$ cat config.mk
export PLATFORM = sky130hd
export DESIGN_NAME = reset_strap_and_pin_function
export DESIGN_NICKNAME = d
export VERILOG_FILES = /design/src/pin_function_pkg.sv /design/src/reset_strap_and_pin_function.sv
export SDC_FILE = /design/constraint.sdc
export NUM_CORES = 1
export LEC_CHECK = 0
export BUFFER_PORTS_ARGS = -buffer_cell sky130_fd_sc_hd__buf_4
export CAP_MARGIN = 40
export CORE_AREA = 2 2 155 157
export CTS_CLUSTER_DIAMETER = 60
export DETAILED_ROUTE_END_ITERATION = 7
export DIE_AREA = 0 0 157 159
export GPL_TIMING_DRIVEN = 1
export PLACE_DENSITY = 0.57
export RECOVER_POWER = 25
export SKIP_CTS_REPAIR_TIMING = 1
export SYNTH_ARGS = -nofsm -noshare
export SYNTH_HDL_FRONTEND = slang
export SYNTH_SLANG_ARGS = --single-unit
$ cat constraint.sdc
create_clock -name mclk -period 1.95 [get_ports mclk]
set_clock_uncertainty 0.2 [all_clocks]
set_input_delay 0.195 -clock mclk [delete_from_list [all_inputs] [get_ports mclk]]
set_output_delay 0.195 -clock mclk [all_outputs]
set_load 0.005 [all_outputs]
$ cat src/pin_function_pkg.sv
// constants for the reset, strap and pin function block
// Functional notes
// Reset pin is active low, two-way; device pulls it low on internal reset.
// After reset all internal clocks come from the oscillator input.
// Reset release captures background pin and port E pins 6, 5 as mode C, B, A.
// Reset release latches oscillator select; 0 full swing or external, 1 loop controlled.
// Oscillator select strap has a pull-up during reset, floating gives loop controlled.
// Expanded with tagging, low tag-high at bus clock fall marks high instruction half.
// Expanded with tagging, tag-low on port E pin 3 marks low instruction half.
// Expanded and enabled, port E pin 7 flags every bus cycle the processor leaves free.
// Expanded modes drive the low-byte strobe on port E pin 3; the code leaves pin 3 undriven while tagging is on.
// Expanded modes drive read/write direction on port E pin 2.
// Expanded modes put address/data on ports A (high) and B (low), else general purpose.
// Port E pin 1 is input and maskable interrupt request, waking from stop or wait.
// Port E pin 0 is input and non-maskable interrupt request, also waking the device.
// Port H pins and port J pins 7, 6, 1, 0 may raise wake-up interrupts.
// Port E pin 4 may output the internal bus clock as timing reference.
// Port E pins 6 and 5 also carry queue tracking outputs 1 and 0.
// Expanded modes use port K pin 7 as emulation chip select and flash-map strap.
// Flash-map enable resets to 1 in single and peripheral modes, 0 in emulation/test.
// Port H pins 7-4 serve serial unit 2, pins 3-0 serial unit 1.
// Port J pins 7, 6 serve CAN unit 4 or I2C clock and data.
// Port AD pins are general inputs and sixteen converter analog inputs.
// Straps captured at reset release stay constant until the next reset.
// Several enabled alternate functions on one pin resolve by one fixed priority.
package pin_function_pkg;
  // operating mode codes, order is mode C, B, A
  localparam logic [2:0] MODE_SPECIAL_SINGLE = 3'h0;
  localparam logic [2:0] MODE_EMUL_NARROW = 3'h1;
  localparam logic [2:0] MODE_SPECIAL_TEST = 3'h2;
  localparam logic [2:0] MODE_EMUL_WIDE = 3'h3;
  localparam logic [2:0] MODE_NORMAL_SINGLE = 3'h4;
  localparam logic [2:0] MODE_NORMAL_NARROW = 3'h5;
  localparam logic [2:0] MODE_PERIPH_TEST = 3'h6;
  localparam logic [2:0] MODE_NORMAL_WIDE = 3'h7;
  // reset values of captured straps
  localparam logic [2:0] MODE_RESET = MODE_SPECIAL_SINGLE;
  localparam logic OSC_SELECT_RESET = 1'b1;
  localparam logic FLASH_MAP_RESET = 1'b1;
  // oscillator select codes
  localparam logic OSC_FULL_SWING = 1'b0;
  localparam logic OSC_LOOP_CONTROLLED = 1'b1;
  // port E bit positions
  localparam int PE_FREE_CYCLE = 7;
  localparam int PE_QUEUE_1 = 6;
  localparam int PE_QUEUE_0 = 5;
  localparam int PE_BUS_CLOCK = 4;
  localparam int PE_STROBE = 3;
  localparam int PE_RW = 2;
  localparam int PE_IRQ = 1;
  localparam int PE_NONMASKABLE_INT_REQUEST = 0;
  // port J vector positions: pins 7, 6, 1, 0
  localparam int PJ_PIN7 = 3;
  localparam int PJ_PIN6 = 2;
  // key wake vector: port H in 11..4, port J in 3..0
  localparam int KEY_WAKE_COUNT = 12;
endpackage

$ cat src/reset_strap_and_pin_function.sv
// reset pin, strap capture and pin function selection of the device
module reset_strap_and_pin_function
  import pin_function_pkg::*;
#(
  parameter int AD_WIDTH = 16
)
(
  input wire logic mclk, // system clock, 20 MHz
  input wire logic sys_rst, // synchronous reset, active high
  input wire logic internal_reset_req, // internal reset source, active high
  input wire logic reset_pin_n_in, // reset pin level
  output logic reset_pin_n_out, // reset pin drive value
  output logic reset_pin_n_oe, // reset pin drive enable
  output logic chip_in_reset, // device held in reset
  input wire logic pll_select, // request to leave the oscillator clock
  output logic clk_from_osc, // internal clocks taken from oscillator input
  output logic [2:0] mode, // captured mode C, B, A
  output logic osc_select, // captured oscillator select
  output logic flash_map_enable, // captured flash map enable
  output logic pe7_pullup_en, // pull-up on oscillator select strap
  input wire logic background_debug_pin, // background pin level
  input wire logic [15:0] ext_ad_out, // external address/data to drive
  input wire logic ext_ad_drive, // drive address/data onto ports A, B
  input wire logic ext_rw, // bus direction, 1 read
  input wire logic ext_low_byte_strobe_n, // low byte strobe from bus unit
  input wire logic bus_idle, // processor not using the bus
  input wire logic bus_clk_level, // internal bus clock level
  input wire logic [1:0] queue_track, // queue tracking 1, 0
  input wire logic emul_cs_n, // emulation chip select from bus unit
  input wire logic free_cycle_en, // enable free cycle indicator
  input wire logic queue_track_en, // enable queue tracking outputs
  input wire logic bus_clock_out_en, // enable bus clock output
  input wire logic tag_en, // instruction tagging on
  output logic tag_high_mark, // high half tagged, pulse
  output logic tag_low_mark, // low half tagged, pulse
  input wire logic [7:0] pa_in, // port A pin levels
  output logic [7:0] pa_out, // port A drive values
  output logic [7:0] pa_oe, // port A drive enables
  input wire logic [7:0] pb_in, // port B pin levels
  output logic [7:0] pb_out, // port B drive values
  output logic [7:0] pb_oe, // port B drive enables
  input wire logic [7:0] gpio_ab_out, // general output, 8 bits, unused; ports A, B take gpio_ab_val
  input wire logic [15:0] gpio_ab_dir, // general direction, 1 output
  input wire logic [15:0] gpio_ab_val, // general values A (15:8), B (7:0)
  output logic [15:0] port_ab_rd, // ports A, B levels read back
  input wire logic [7:0] pe_in, // port E pin levels
  output logic [7:0] pe_out, // port E drive values
  output logic [7:0] pe_oe, // port E drive enables
  input wire logic [7:0] gpio_e_out, // general output port E
  input wire logic [7:0] gpio_e_dir, // general direction port E
  output logic [7:0] port_e_rd, // port E levels read back
  output logic irq_request, // maskable request level
  output logic nonmaskable_int_request_request, // non-maskable request level
  output logic wake_request, // wake from stop or wait
  input wire logic [7:0] ph_in, // port H pin levels
  output logic [7:0] ph_out, // port H drive values
  output logic [7:0] ph_oe, // port H drive enables
  input wire logic [7:0] gpio_h_out, // general output port H
  input wire logic [7:0] gpio_h_dir, // general direction port H
  input wire logic serial_periph_unit_2_en, // serial unit 2 owns pins 7..4
  input wire logic serial_periph_unit_1_en, // serial unit 1 owns pins 3..0
  input wire logic [3:0] serial_periph_unit_2_pin_out, // unit 2 ss, clock, mosi, miso values
  input wire logic [3:0] serial_periph_unit_2_pin_oe, // unit 2 drive enables
  input wire logic [3:0] serial_periph_unit_1_pin_out, // unit 1 values
  input wire logic [3:0] serial_periph_unit_1_pin_oe, // unit 1 drive enables
  output logic [7:0] port_h_rd, // port H levels read back
  input wire logic [3:0] pj_in, // port J pins 7, 6, 1, 0
  output logic [3:0] pj_out, // port J drive values
  output logic [3:0] pj_oe, // port J drive enables
  input wire logic [3:0] gpio_j_out, // general output port J
  input wire logic [3:0] gpio_j_dir, // general direction port J
  input wire logic can4_en, // CAN unit 4 owns pins 7, 6
  input wire logic can_tx, // CAN unit 4 transmit level
  input wire logic i2c_en, // I2C owns pins 7, 6
  input wire logic i2c_scl_low, // I2C pulls clock low
  input wire logic i2c_sda_low, // I2C pulls data low
  output logic [3:0] port_j_rd, // port J levels read back
  input wire logic [KEY_WAKE_COUNT-1:0] key_wake_en, // wake enable per pin
  input wire logic [KEY_WAKE_COUNT-1:0] key_wake_rising, // 1 rising, 0 falling edge
  input wire logic [KEY_WAKE_COUNT-1:0] key_wake_clear, // clear flag, pulse
  output logic [KEY_WAKE_COUNT-1:0] key_wake_flag, // sticky wake flags
  input wire logic pk7_in, // port K pin 7 level
  output logic pk7_out, // port K pin 7 drive value
  output logic pk7_oe, // port K pin 7 drive enable
  input wire logic gpio_k7_out, // general output port K pin 7
  input wire logic gpio_k7_dir, // general direction port K pin 7
  input wire logic [AD_WIDTH-1:0] pad_in, // port AD digital levels
  input wire logic [AD_WIDTH-1:0] pad_digital_en, // digital input enable
  output logic [AD_WIDTH-1:0] port_ad_rd // port AD levels read back
);

  function automatic logic is_expanded(input logic [2:0] m);
    is_expanded = (m == MODE_EMUL_NARROW) || (m == MODE_EMUL_WIDE) || (m == MODE_SPECIAL_TEST)
      || (m == MODE_NORMAL_NARROW) || (m == MODE_NORMAL_WIDE);
  endfunction

  function automatic logic flash_map_for(input logic [2:0] m, input logic strap);
    unique case (m)
      MODE_SPECIAL_SINGLE, MODE_NORMAL_SINGLE, MODE_PERIPH_TEST: flash_map_for = 1'b1;
      MODE_EMUL_WIDE, MODE_EMUL_NARROW, MODE_SPECIAL_TEST: flash_map_for = 1'b0;
      MODE_NORMAL_NARROW, MODE_NORMAL_WIDE: flash_map_for = strap;
    endcase
  endfunction

  logic reset_active;
  logic release_edge;
  logic expanded;
  logic bus_clk_prev;
  logic bus_clk_fall;
  logic [2:0] next_mode;
  logic [KEY_WAKE_COUNT-1:0] kw_pins;
  logic [KEY_WAKE_COUNT-1:0] kw_prev;
  logic [KEY_WAKE_COUNT-1:0] kw_event;

  // the pin reads back our own drive, so an internal reset also shows here
  assign reset_active = !reset_pin_n_in || internal_reset_req;
  assign release_edge = chip_in_reset && !reset_active;
  assign expanded = is_expanded(mode);
  assign bus_clk_fall = bus_clk_prev && !bus_clk_level;
  assign next_mode = {background_debug_pin, pe_in[PE_QUEUE_1], pe_in[PE_QUEUE_0]};
  assign kw_pins = {ph_in, pj_in};

  // reset pin drive and reset state
  always_ff @(posedge mclk)
  begin
    if (sys_rst)
    begin
      reset_pin_n_out <= 1'b0;
      reset_pin_n_oe <= 1'b1;
      chip_in_reset <= 1'b1;
      pe7_pullup_en <= 1'b1;
      clk_from_osc <= 1'b1;
    end
    else
    begin
      reset_pin_n_out <= 1'b0;
      reset_pin_n_oe <= internal_reset_req;
      chip_in_reset <= reset_active;
      pe7_pullup_en <= reset_active;
      clk_from_osc <= reset_active || !pll_select;
    end
  end

  // straps, taken once at release and then frozen
  always_ff @(posedge mclk)
  begin
    if (sys_rst)
    begin
      mode <= MODE_RESET;
      osc_select <= OSC_SELECT_RESET;
      flash_map_enable <= FLASH_MAP_RESET;
    end
    else if (release_edge)
    begin
      mode <= next_mode;
      osc_select <= pe_in[PE_FREE_CYCLE];
      flash_map_enable <= flash_map_for(next_mode, pk7_in);
    end
  end

  // ports A and B; pins float while in reset so straps are not fought
  always_ff @(posedge mclk)
  begin
    if (sys_rst || chip_in_reset)
    begin
      pa_out <= 8'h00;
      pa_oe <= 8'h00;
      pb_out <= 8'h00;
      pb_oe <= 8'h00;
    end
    else if (expanded)
    begin
      pa_out <= ext_ad_out[15:8];
      pa_oe <= {8{ext_ad_drive}};
      pb_out <= ext_ad_out[7:0];
      pb_oe <= {8{ext_ad_drive}};
    end
    else
    begin
      pa_out <= gpio_ab_val[15:8];
      pa_oe <= gpio_ab_dir[15:8];
      pb_out <= gpio_ab_val[7:0];
      pb_oe <= gpio_ab_dir[7:0];
    end
  end

  // port E; alternate function beats general use on each pin
  always_ff @(posedge mclk)
  begin
    if (sys_rst || chip_in_reset)
    begin
      pe_out <= 8'h00;
      pe_oe <= 8'h00;
    end
    else
    begin
      pe_out <= gpio_e_out;
      pe_oe <= gpio_e_dir;
      if (expanded && free_cycle_en)
      begin
        pe_out[PE_FREE_CYCLE] <= bus_idle;
        pe_oe[PE_FREE_CYCLE] <= 1'b1;
      end
      if (queue_track_en)
      begin
        pe_out[PE_QUEUE_1] <= queue_track[1];
        pe_out[PE_QUEUE_0] <= queue_track[0];
        pe_oe[PE_QUEUE_1] <= 1'b1;
        pe_oe[PE_QUEUE_0] <= 1'b1;
      end
      if (bus_clock_out_en)
      begin
        pe_out[PE_BUS_CLOCK] <= bus_clk_level;
        pe_oe[PE_BUS_CLOCK] <= 1'b1;
      end
      // tagging needs the pin as input, so it wins over the strobe
      if (expanded)
      begin
        pe_out[PE_STROBE] <= ext_low_byte_strobe_n;
        pe_oe[PE_STROBE] <= !tag_en;
        pe_out[PE_RW] <= ext_rw;
        pe_oe[PE_RW] <= 1'b1;
      end
      pe_out[PE_IRQ] <= 1'b0;
      pe_oe[PE_IRQ] <= 1'b0;
      pe_out[PE_NONMASKABLE_INT_REQUEST] <= 1'b0;
      pe_oe[PE_NONMASKABLE_INT_REQUEST] <= 1'b0;
    end
  end

  // instruction tag sampling on the bus clock falling edge
  always_ff @(posedge mclk)
  begin
    if (sys_rst)
    begin
      bus_clk_prev <= 1'b0;
      tag_high_mark <= 1'b0;
      tag_low_mark <= 1'b0;
    end
    else
    begin
      bus_clk_prev <= bus_clk_level;
      tag_high_mark <= expanded && tag_en && bus_clk_fall && !background_debug_pin;
      tag_low_mark <= expanded && tag_en && bus_clk_fall && !pe_in[PE_STROBE];
    end
  end

  // ports H, J and K pin 7
  always_ff @(posedge mclk)
  begin
    if (sys_rst || chip_in_reset)
    begin
      ph_out <= 8'h00;
      ph_oe <= 8'h00;
      pj_out <= 4'h0;
      pj_oe <= 4'h0;
      pk7_out <= 1'b0;
      pk7_oe <= 1'b0;
    end
    else
    begin
      ph_out[7:4] <= serial_periph_unit_2_en ? serial_periph_unit_2_pin_out : gpio_h_out[7:4];
      ph_oe[7:4] <= serial_periph_unit_2_en ? serial_periph_unit_2_pin_oe : gpio_h_dir[7:4];
      ph_out[3:0] <= serial_periph_unit_1_en ? serial_periph_unit_1_pin_out : gpio_h_out[3:0];
      ph_oe[3:0] <= serial_periph_unit_1_en ? serial_periph_unit_1_pin_oe : gpio_h_dir[3:0];
      pj_out[1:0] <= gpio_j_out[1:0];
      pj_oe[1:0] <= gpio_j_dir[1:0];
      // fixed order: CAN before I2C before general use
      if (can4_en)
      begin
        pj_out[PJ_PIN7] <= can_tx;
        pj_oe[PJ_PIN7] <= 1'b1;
        pj_out[PJ_PIN6] <= 1'b0;
        pj_oe[PJ_PIN6] <= 1'b0;
      end
      else if (i2c_en)
      begin
        pj_out[PJ_PIN7] <= 1'b0;
        pj_oe[PJ_PIN7] <= i2c_scl_low;
        pj_out[PJ_PIN6] <= 1'b0;
        pj_oe[PJ_PIN6] <= i2c_sda_low;
      end
      else
      begin
        pj_out[3:2] <= gpio_j_out[3:2];
        pj_oe[3:2] <= gpio_j_dir[3:2];
      end
      pk7_out <= expanded ? emul_cs_n : gpio_k7_out;
      pk7_oe <= expanded ? 1'b1 : gpio_k7_dir;
    end
  end

  // pin read back and interrupt request levels
  always_ff @(posedge mclk)
  begin
    if (sys_rst)
    begin
      port_ab_rd <= 16'h0000;
      port_e_rd <= 8'h00;
      port_h_rd <= 8'h00;
      port_j_rd <= 4'h0;
      port_ad_rd <= '0;
      irq_request <= 1'b0;
      nonmaskable_int_request_request <= 1'b0;
      wake_request <= 1'b0;
    end
    else
    begin
      port_ab_rd <= {pa_in, pb_in};
      port_e_rd <= pe_in;
      port_h_rd <= ph_in;
      port_j_rd <= pj_in;
      // analog path bypasses this block; only digital reads gated here
      port_ad_rd <= pad_in & pad_digital_en;
      irq_request <= !pe_in[PE_IRQ];
      nonmaskable_int_request_request <= !pe_in[PE_NONMASKABLE_INT_REQUEST];
      wake_request <= !pe_in[PE_IRQ] || !pe_in[PE_NONMASKABLE_INT_REQUEST] || (|key_wake_flag);
    end
  end

  // key wake flags; a new edge beats a clear in the same cycle
  genvar k;
  generate
    for (k = 0; k < KEY_WAKE_COUNT; k++)
    begin : g_key_wake
      assign kw_event[k] = key_wake_en[k] && (key_wake_rising[k] ? (!kw_prev[k] && kw_pins[k])
        : (kw_prev[k] && !kw_pins[k]));
      always_ff @(posedge mclk)
      begin
        if (sys_rst)
        begin
          kw_prev[k] <= 1'b0;
          key_wake_flag[k] <= 1'b0;
        end
        else
        begin
          kw_prev[k] <= kw_pins[k];
          if (kw_event[k])
            key_wake_flag[k] <= 1'b1;
          else if (key_wake_clear[k])
            key_wake_flag[k] <= 1'b0;
        end
      end
    end
  endgenerate

  mode_capture_a: assert property (
    @(posedge mclk) disable iff (sys_rst) release_edge |=> mode == $past(next_mode))
    else $error("mode not captured at reset release");

  osc_capture_a: assert property (
    @(posedge mclk) disable iff (sys_rst) release_edge |=> osc_select == $past(pe_in[PE_FREE_CYCLE]))
    else $error("oscillator select not captured");

  strap_hold_a: assert property (
    @(posedge mclk) disable iff (sys_rst)
    !release_edge |=> $stable(mode) && $stable(osc_select) && $stable(flash_map_enable))
    else $error("strap changed outside reset release");

  flash_map_a: assert property (
    @(posedge mclk) disable iff (sys_rst)
    release_edge && (next_mode == MODE_EMUL_WIDE || next_mode == MODE_SPECIAL_TEST) |=> !flash_map_enable)
    else $error("flash map enable wrong for mode");

  reset_drive_a: assert property (
    @(posedge mclk) disable iff (sys_rst)
    internal_reset_req |=> reset_pin_n_oe && !reset_pin_n_out ##1 chip_in_reset)
    else $error("reset pin not driven low");

  strap_pullup_a: assert property (
    @(posedge mclk) disable iff (sys_rst)
    // pin drives drop two edges after reset is seen, pull-up comes one edge after
    reset_active |=> pe7_pullup_en && (!$past(chip_in_reset) || pe_oe[PE_FREE_CYCLE] == 1'b0))
    else $error("strap pull-up missing in reset");

  rw_pin_a: assert property (
    @(posedge mclk) disable iff (sys_rst)
    expanded && !chip_in_reset |=> pe_oe[PE_RW] && pe_out[PE_RW] == $past(ext_rw))
    else $error("read/write pin not driven");

  address_bus_a: assert property (
    @(posedge mclk) disable iff (sys_rst)
    expanded && !chip_in_reset && ext_ad_drive |=> {pa_out, pb_out} == $past(ext_ad_out) && pa_oe == 8'hFF)
    else $error("address/data not on ports A, B");

  free_cycle_a: assert property (
    @(posedge mclk) disable iff (sys_rst)
    expanded && !chip_in_reset && free_cycle_en && bus_idle |=> pe_out[PE_FREE_CYCLE] && pe_oe[PE_FREE_CYCLE])
    else $error("free cycle not flagged");

  tag_high_a: assert property (
    @(posedge mclk) disable iff (sys_rst)
    expanded && tag_en && bus_clk_fall && !background_debug_pin |=> tag_high_mark)
    else $error("high half tag missed");

  irq_wake_a: assert property (
    @(posedge mclk) disable iff (sys_rst) !pe_in[PE_IRQ] |=> irq_request && wake_request)
    else $error("maskable request did not wake");

  key_wake_a: assert property (
    @(posedge mclk) disable iff (sys_rst)
    |kw_event |=> (key_wake_flag & $past(kw_event)) == $past(kw_event) ##1 wake_request)
    else $error("key wake flag or wake missing");

endmodule

==> results of run 1 <==
-- worst max-delay path by stage --
stage,slack [ns],from,depth (start not counted),endpoint
after floorplan,0.60,mode[0],4,pa_oe[3]
after global placement,0.37,mode[1],4,pe_oe[3]
after detailed placement,0.35,mode[1],4,pe_oe[3]
after CTS,0.23,mode[0],2,mode[0]
after global routing,0.15,mode[0],2,mode[0]
final,0.26,mode[0],2,mode[0]
-- placed cells by master, fill, tap and decap left out, drive strengths merged --
cell	instances
nor3	2
a2bb2oi	1
a21oi	35
a31oi	12
nor4b	3
clkbuf	72
mux2i	24
and2	4
buf	340
clkinv	1
a211o	1
nand2	19
inv	5
a41oi	1
nand4b	12
nor4	1
nand3b	1
a211oi	2
a22oi	2
conb	5
nor2	57
or2	2
o21a	4
nand3	1
bufinv	3
o21ai	21
clkinvlp	3
dlygate4sd3	218
nand2b	12
nor4bb	1
or3b	35
nor2b	40
dfxtp	148
nand4bb	12
-- flip-flops by register name (all words and copies together), names as in the netlist, 3 cells and up --
| register | count |
|---|---|
| ph_out | 8 |
| ph_oe | 8 |
| port_j_rd | 4 |
| pe_out | 6 |
| pb_oe | 8 |
| pa_oe | 8 |
| port_ab_rd | 16 |
| pj_oe | 4 |
| port_e_rd | 8 |
| pb_out | 8 |
| key_wake_flag | 12 |
| port_h_rd | 8 |
| pa_out | 8 |
| pe_oe | 6 |
| port_ad_rd | 16 |
| mode | 3 |
| pj_out | 4 |
-- layer usage --
layer  vias to the layer above  global-route usage, %  wire, um
met4                         0                   3.38       357
met3                        28                   4.68      1520
met5                         -                      0         0
met2                       270                   24.5     10800
met1                      2590                   15.4      8310
li1                       2870                      -         -
-- layout make-up --
type	count	area [um^2]	area share, %
multi-input combinational	310	1980	17.9
inverter	2	7.51	0.0680
clock buffer	21	460	4.17
sequential	148	2960	26.9
clock inverter	10	148	1.34
tap	319	399	3.62
timing repair buffer	609	5080	46.0
-- logic make-up (layout without fill, tap and decap cells) --
family | after synthesis | count (layout) | share of synthesized area (%)
multiplexers | 24 | 24 | 4.67
buffers and inverters | 38 | 642 | 4.23
other | 1 | 5 | 0.0729
flip-flops | 148 | 148 | 57.6
AO/OA/AOI/OAI | 79 | 79 | 8.76
AND/OR/NAND/NOR | 202 | 202 | 24.6
-- critical path, cell delays in order (launching register included) --
cell and delay (ns):
sky130_fd_sc_hd__dfxtp_2 0.52, sky130_fd_sc_hd__buf_4 0.24, sky130_fd_sc_hd__buf_4 0.13
-- per-stage QoR --
stage	worst slack [ns]	utilization, %	total power (uW)
finish	0.259	47.6	7850
global placement	0.373	35.8	4120
detailed placement	0.347	35.8	4130
floorplan	0.603	-	3530
CTS	0.227	38.4	7580
global route	0.151	47.6	8180
-- power groups by stage --
stage / clock [uW] / sequential, uW / combinational, uW
after detailed placement: 0 / 3240 / 883
after global routing: 3650 / 3190 / 1350
after CTS: 3520 / 3180 / 885
after floorplan: 0 / 3250 / 280
after global placement: 0 / 3240 / 878
final: 3430 / 3180 / 1250
==> impl_metrics.prom, run 1 <==
# TYPE chip_impl_metric gauge
chip_impl_info{name="outcome",value="finished with violations"} 1
chip_impl_info{name="failing_checks",value="negative hold slack"} 1
chip_impl_info{name="synth.largest_area_cell",value="sky130_fd_sc_hd__dfxtp_1"} 1
chip_impl_metric{name="tritoncts_num_sinks",unit=""} 148
chip_impl_metric{name="die_height",unit="um"} 159
chip_impl_metric{name="timing.final.hold_violations",unit=""} 1
chip_impl_metric{name="place_congestion",unit=""} 0.743
chip_impl_info{name="hold_path_end",value="pj_oe[2]"} 1
chip_impl_metric{name="hold_depth",unit=""} 3
chip_impl_metric{name="final.setup.tns",unit="ns"} 0
chip_impl_metric{name="start_util",unit="%"} 22.2
chip_impl_metric{name="finalNonFillerCells",unit=""} 1419
chip_impl_metric{name="avgViaCountPerCell",unit=""} 4.06
chip_impl_info{name="hold_path_origin",value="i2c_sda_low"} 1
chip_impl_metric{name="vias_in_the_first_global_route",unit=""} 4855
chip_impl_info{name="critPathLaunchType",value="flop"} 1
chip_impl_metric{name="clkSlewWorstSetupHoldPaths",unit="ns"} 0.06
chip_impl_info{name="worst-setup-path-type",value="flop to output pin"} 1
chip_impl_metric{name="final-setup-viol-count",unit=""} 0
chip_impl_metric{name="vdd.ir_drop.worst",unit="uV"} 463
chip_impl_metric{name="io_buffer_count",unit=""} 379
chip_impl_metric{name="async_reset_ff_share",unit="%"} 0
chip_impl_info{name="hp-class",value="primary input to flop"} 1
chip_impl_metric{name="post_route_drc_violation_count",unit=""} 0
chip_impl_metric{name="maximum_number_of_pins_on_one_net_before_global_route_repair",unit=""} 54
chip_impl_metric{name="fillerInstances",unit=""} 2147
chip_impl_metric{name="layout.nets",unit=""} 1332
chip_impl_info{name="r2r_start",value="port_h_rd[0]"} 1
chip_impl_metric{name="ys_seq_elements",unit=""} 148
chip_impl_metric{name="worst_pin_slew",unit="ns"} 0.708
chip_impl_metric{name="totalWireLength",unit="mm"} 21.0
chip_impl_metric{name="cts_buffer_depth",unit=""} 2
chip_impl_metric{name="required",unit="ns"} 1.55
chip_impl_metric{name="hpwlAfterDp",unit="mm"} 14.0
chip_impl_metric{name="rows",unit=""} 56
chip_impl_metric{name="die-area",unit="mm^2"} 0.0250
chip_impl_metric{name="r2r.worst_path.cells",unit=""} 3
chip_impl_metric{name="placement.cell_area",unit="mm^2"} 0.00830
chip_impl_metric{name="seq_power_share",unit="%"} 40.5
chip_impl_metric{name="synthesis.area",unit="mm^2"} 0.00514
chip_impl_metric{name="finished_cell_area",unit="mm^2"} 0.0110
chip_impl_metric{name="maxCapViolations",unit=""} 0
chip_impl_metric{name="worst_skew_pair.late_latency",unit="ns"} 0.41
chip_impl_metric{name="comb_power_share",unit="%"} 15.9
chip_impl_metric{name="syn-mean-instance-area",unit="um^2"} 10.5
chip_impl_metric{name="finalCriticalPeriod",unit="ns"} 1.69
chip_impl_metric{name="leakage",unit="uW"} 0.00504
chip_impl_info{name="clockRootBuffer",value="sky130_fd_sc_hd__clkbuf_16"} 1
chip_impl_metric{name="ioPinCount",unit=""} 397
chip_impl_metric{name="place_inst",unit=""} 1170
chip_impl_metric{name="power.density",unit="mW/mm^2"} 712
chip_impl_metric{name="syn2layout_area_growth",unit="%"} 115
chip_impl_metric{name="fin_crit_sh",unit="%"} 86.7
chip_impl_metric{name="intPower",unit="uW"} 6070
chip_impl_info{name="rsz0062_at_grt",value="no"} 1
chip_impl_metric{name="p_sw_share",unit="%"} 22.8
chip_impl_metric{name="synthDominantCellAreaShare",unit="%"} 57.6
chip_impl_metric{name="synth-edff-count",unit=""} 0
chip_impl_metric{name="insertedDiodeCount",unit=""} 0
chip_impl_metric{name="grt.overflow.total",unit=""} 0
chip_impl_metric{name="netlist_instances",unit=""} 492
chip_impl_metric{name="fin_worst_hold_slack",unit="ns"} -0.0111
chip_impl_info{name="timing.critical_path.to_type",value="output pin"} 1
chip_impl_metric{name="synth_sequential_area_ratio",unit="%"} 57.6
chip_impl_info{name="synth.top_cells.by_area",value="sky130_fd_sc_hd__dfxtp_1, sky130_fd_sc_hd__or3b_1, sky130_fd_sc_hd__nor2b_1"} 1
chip_impl_info{name="synth.cells.most_frequent",value="sky130_fd_sc_hd__dfxtp_1, sky130_fd_sc_hd__nor2_1, sky130_fd_sc_hd__nor2b_1"} 1
chip_impl_metric{name="netlist-cell-type-count",unit=""} 37
chip_impl_metric{name="pwr-share-clk",unit="%"} 43.7
chip_impl_metric{name="wl_per_cell",unit="um"} 14.8
chip_impl_metric{name="post_route_cells_drive_above_1_share",unit="%"} 37.5
chip_impl_metric{name="clock_tree.htree_level_count",unit=""} 4
chip_impl_metric{name="via_count",unit=""} 5758
chip_impl_metric{name="yosysWarnings",unit=""} 0
chip_impl_metric{name="timing.fmax",unit="GHz"} 0.591
chip_impl_info{name="yosys_most_used_dff",value="sky130_fd_sc_hd__dfxtp_1"} 1
chip_impl_metric{name="worst_ep_arrival_time",unit="ns"} 1.30
chip_impl_metric{name="grt_antenna_before_repair",unit=""} 0
chip_impl_metric{name="global_route.usage.total",unit="%"} 13.7
chip_impl_metric{name="timing.critical_path.fanout_max",unit=""} 17
chip_impl_metric{name="r2r_slack",unit="ns"} 0.30
chip_impl_metric{name="core_box_area",unit="mm^2"} 0.0232
chip_impl_metric{name="die_width",unit="um"} 157
chip_impl_metric{name="grt_pass1_wl",unit="mm"} 26.5
chip_impl_metric{name="ant_nets",unit=""} 0
chip_impl_metric{name="drt_first_iter_violations",unit=""} 279
chip_impl_metric{name="detailedRoute.firstPassIterationCount",unit=""} 4
chip_impl_metric{name="switchingPower",unit="uW"} 1790
chip_impl_info{name="yosysMostFrequentCell",value="sky130_fd_sc_hd__dfxtp_1"} 1
chip_impl_metric{name="relSlewSlack",unit="%"} 52.8
chip_impl_info{name="tritoncts",value="done"} 1
chip_impl_metric{name="cts-buffers-inserted",unit=""} 17
chip_impl_metric{name="drv_slew",unit=""} 0
chip_impl_info{name="r2r-end",value="key_wake_flag[4]"} 1
Note: power is estimated with default switching activity, not from simulation.
==> run 2: changes to the inputs <==
--- a/config.mk
+++ b/config.mk
@@ -7,12 +7,12 @@
 export LEC_CHECK = 0
 export BUFFER_PORTS_ARGS = -buffer_cell sky130_fd_sc_hd__buf_4
 export CAP_MARGIN = 40
-export CORE_AREA = 2 2 155 157
+export CORE_AREA = 2 2 153 155
+export CTS_BUF_LIST = sky130_fd_sc_hd__clkbuf_8
 export CTS_CLUSTER_DIAMETER = 60
 export DETAILED_ROUTE_END_ITERATION = 7
-export DIE_AREA = 0 0 157 159
+export DIE_AREA = 0 0 155 157
 export GPL_TIMING_DRIVEN = 1
-export PLACE_DENSITY = 0.57
 export RECOVER_POWER = 25
 export SKIP_CTS_REPAIR_TIMING = 1
 export SYNTH_ARGS = -nofsm -noshare
==> impl_metrics.prom, run 2 (same netlist as run 1, synthesis figures left out) <==
# TYPE chip_impl_metric gauge
chip_impl_info{name="outcome",value="finished, final reports clean"} 1
chip_impl_metric{name="vias_in_the_first_global_route",unit=""} 4782
chip_impl_metric{name="relSlewSlack",unit="%"} 54.3
chip_impl_metric{name="rows",unit=""} 55
chip_impl_metric{name="post_route_drc_violation_count",unit=""} 0
chip_impl_metric{name="timing.fmax",unit="GHz"} 0.515
chip_impl_metric{name="required",unit="ns"} 2.07
chip_impl_metric{name="layout.nets",unit=""} 1340
chip_impl_info{name="timing.critical_path.to_type",value="flop"} 1
chip_impl_metric{name="drv_slew",unit=""} 0
chip_impl_info{name="commonest_cells_after_routing_fill_and_taps_aside",value="sky130_fd_sc_hd__buf_4, sky130_fd_sc_hd__dlygate4sd3_1, sky130_fd_sc_hd__dfxtp_1"} 1
chip_impl_metric{name="syn2layout_area_growth",unit="%"} 112
chip_impl_info{name="largest_registers",value="port_ab_rd: 16 flops, port_ad_rd: 16 flops, key_wake_flag: 12 flops"} 1
chip_impl_metric{name="clock_tree.htree_level_count",unit=""} 4
chip_impl_metric{name="clkSlewWorstSetupHoldPaths",unit="ns"} 0.09
chip_impl_metric{name="hpwlAfterDp",unit="mm"} 14.3
chip_impl_metric{name="fillerInstances",unit=""} 2016
chip_impl_metric{name="worst_skew_pair.late_latency",unit="ns"} 0.44
chip_impl_metric{name="final.setup.tns",unit="ns"} 0
chip_impl_metric{name="ff_latch_area",unit="mm^2"} 0.00296
chip_impl_metric{name="tritoncts_num_sinks",unit=""} 148
chip_impl_metric{name="timing.final.hold_violations",unit=""} 0
chip_impl_metric{name="die_height",unit="um"} 157
chip_impl_metric{name="core_box_area",unit="mm^2"} 0.0225
chip_impl_metric{name="vdd.ir_drop.worst",unit="uV"} 297
chip_impl_metric{name="wl_per_cell",unit="um"} 15.2
chip_impl_metric{name="ioPinCount",unit=""} 397
chip_impl_info{name="clockRootBuffer",value="sky130_fd_sc_hd__clkbuf_8"} 1
chip_impl_metric{name="start_util",unit="%"} 22.9
chip_impl_metric{name="finalCriticalPeriod",unit="ns"} 1.94
chip_impl_metric{name="fin_crit_sh",unit="%"} 99.5
chip_impl_info{name="tritoncts",value="done"} 1
chip_impl_metric{name="grt_pass1_wl",unit="mm"} 26.2
chip_impl_metric{name="cts-buffers-inserted",unit=""} 17
chip_impl_metric{name="multi_input_comb_area",unit="mm^2"} 0.00198
chip_impl_metric{name="drt_first_iter_violations",unit=""} 237
chip_impl_info{name="critPathLaunchType",value="primary input"} 1
chip_impl_metric{name="final-setup-viol-count",unit=""} 0
chip_impl_metric{name="worst_ep_arrival_time",unit="ns"} 2.06
chip_impl_metric{name="avgViaCountPerCell",unit=""} 4.20
chip_impl_metric{name="place_congestion",unit=""} 0.726
chip_impl_metric{name="die-area",unit="mm^2"} 0.0243
chip_impl_metric{name="die_width",unit="um"} 155
chip_impl_info{name="layout_commonest_cell",value="sky130_fd_sc_hd__buf_4"} 1
chip_impl_metric{name="design_power_total",unit="uW"} 7070
chip_impl_metric{name="post_route_cells_drive_above_1_share",unit="%"} 37.5
chip_impl_info{name="rsz0062_at_grt",value="no"} 1
chip_impl_metric{name="ant_nets",unit=""} 0
chip_impl_metric{name="power.density",unit="mW/mm^2"} 648
chip_impl_info{name="hp-class",value="primary input to flop"} 1
chip_impl_metric{name="maximum_number_of_pins_on_one_net_before_global_route_repair",unit=""} 33
chip_impl_metric{name="grt.overflow.total",unit=""} 0
chip_impl_metric{name="timing.critical_path.fanout_max",unit=""} 1
chip_impl_metric{name="maxCapViolations",unit=""} 0
chip_impl_metric{name="cts_buffer_depth",unit=""} 2
chip_impl_metric{name="io_buffer_count",unit=""} 379
chip_impl_metric{name="detailedRoute.firstPassIterationCount",unit=""} 4
chip_impl_metric{name="grt_antenna_before_repair",unit=""} 0
chip_impl_metric{name="totalWireLength",unit="mm"} 21.2
chip_impl_metric{name="worst_pin_slew",unit="ns"} 0.686
chip_impl_metric{name="via_count",unit=""} 5861
chip_impl_info{name="worst-setup-path-type",value="primary input to flop"} 1
chip_impl_metric{name="global_route.usage.total",unit="%"} 14.0
chip_impl_metric{name="leakage",unit="uW"} 0.00502
## run 2: through the flow
step / instances / util, % / setup slack (ns) / instance area, um^2 / hold slack [ns]
6_report: 1395 / 48.4 / 0.00945 / 10900 / 0.0524
5_1_grt: 1394 / 48.4 / 0.00636 / 10900 / 0.0294
4_1_cts: 1170 / 38.7 / 0.248 / 8710 / -0.331
3_5_place_dp: 1138 / 36.7 / 0.292 / 8270 / 0.162
3_3_place_gp: 1138 / 36.7 / 0.317 / 8270 / 0.161
2_1_floorplan: 496 / - / 0.603 / 5160 / 0.0569
## run 2: path summary, 6_finish.rpt
kind,endpoint,slack [ns],from,depth (start not counted)
worst min register to register,osc_select,0.28,osc_select,1
worst max register to register,pb_oe[3],0.27,pe7_pullup_en,3
worst max-delay path,port_ad_rd[7],0.009,pad_digital_en[7],6
worst min-delay path,pb_oe[6],0.05,ext_ad_drive,3
## run 2: cell type report
cell class              count  area share [%]
repair buffers            617            47.3
flip-flops and latches    148            27.2
multi-input cells         310            18.1
well taps                 285            3.27
clock buffers              21            2.65
clock inverters            11            1.37
inverters                   2          0.0689
diodes                      1          0.0230
## run 2: critical path, stage by stage
cell	delay [ns]
sky130_fd_sc_hd__dlygate4sd3_1	0.54
sky130_fd_sc_hd__buf_4	0.13
sky130_fd_sc_hd__nand2_1	0.05
sky130_fd_sc_hd__dlygate4sd3_1	0.55
sky130_fd_sc_hd__nor2_1	0.04
sky130_fd_sc_hd__dlygate4sd3_1	0.56
## run 2: layer usage
metal	vias to the layer above	routed length, um	share of wire (%)	global-route usage, %
met2	277	10900	51	24.3
met5	-	0	0	0
met4	0	268	1.3	4.28
li1	2894	-	-	-
met1	2672	8280	39	15.7
met3	18	1740	8.2	5.89
## run 2: power by group
group | switching (uW) | internal (uW) | total, uW
registers | 50.4 | 3120 | 3170
logic | 404 | 858 | 1260
clock network | 1220 | 1410 | 2630
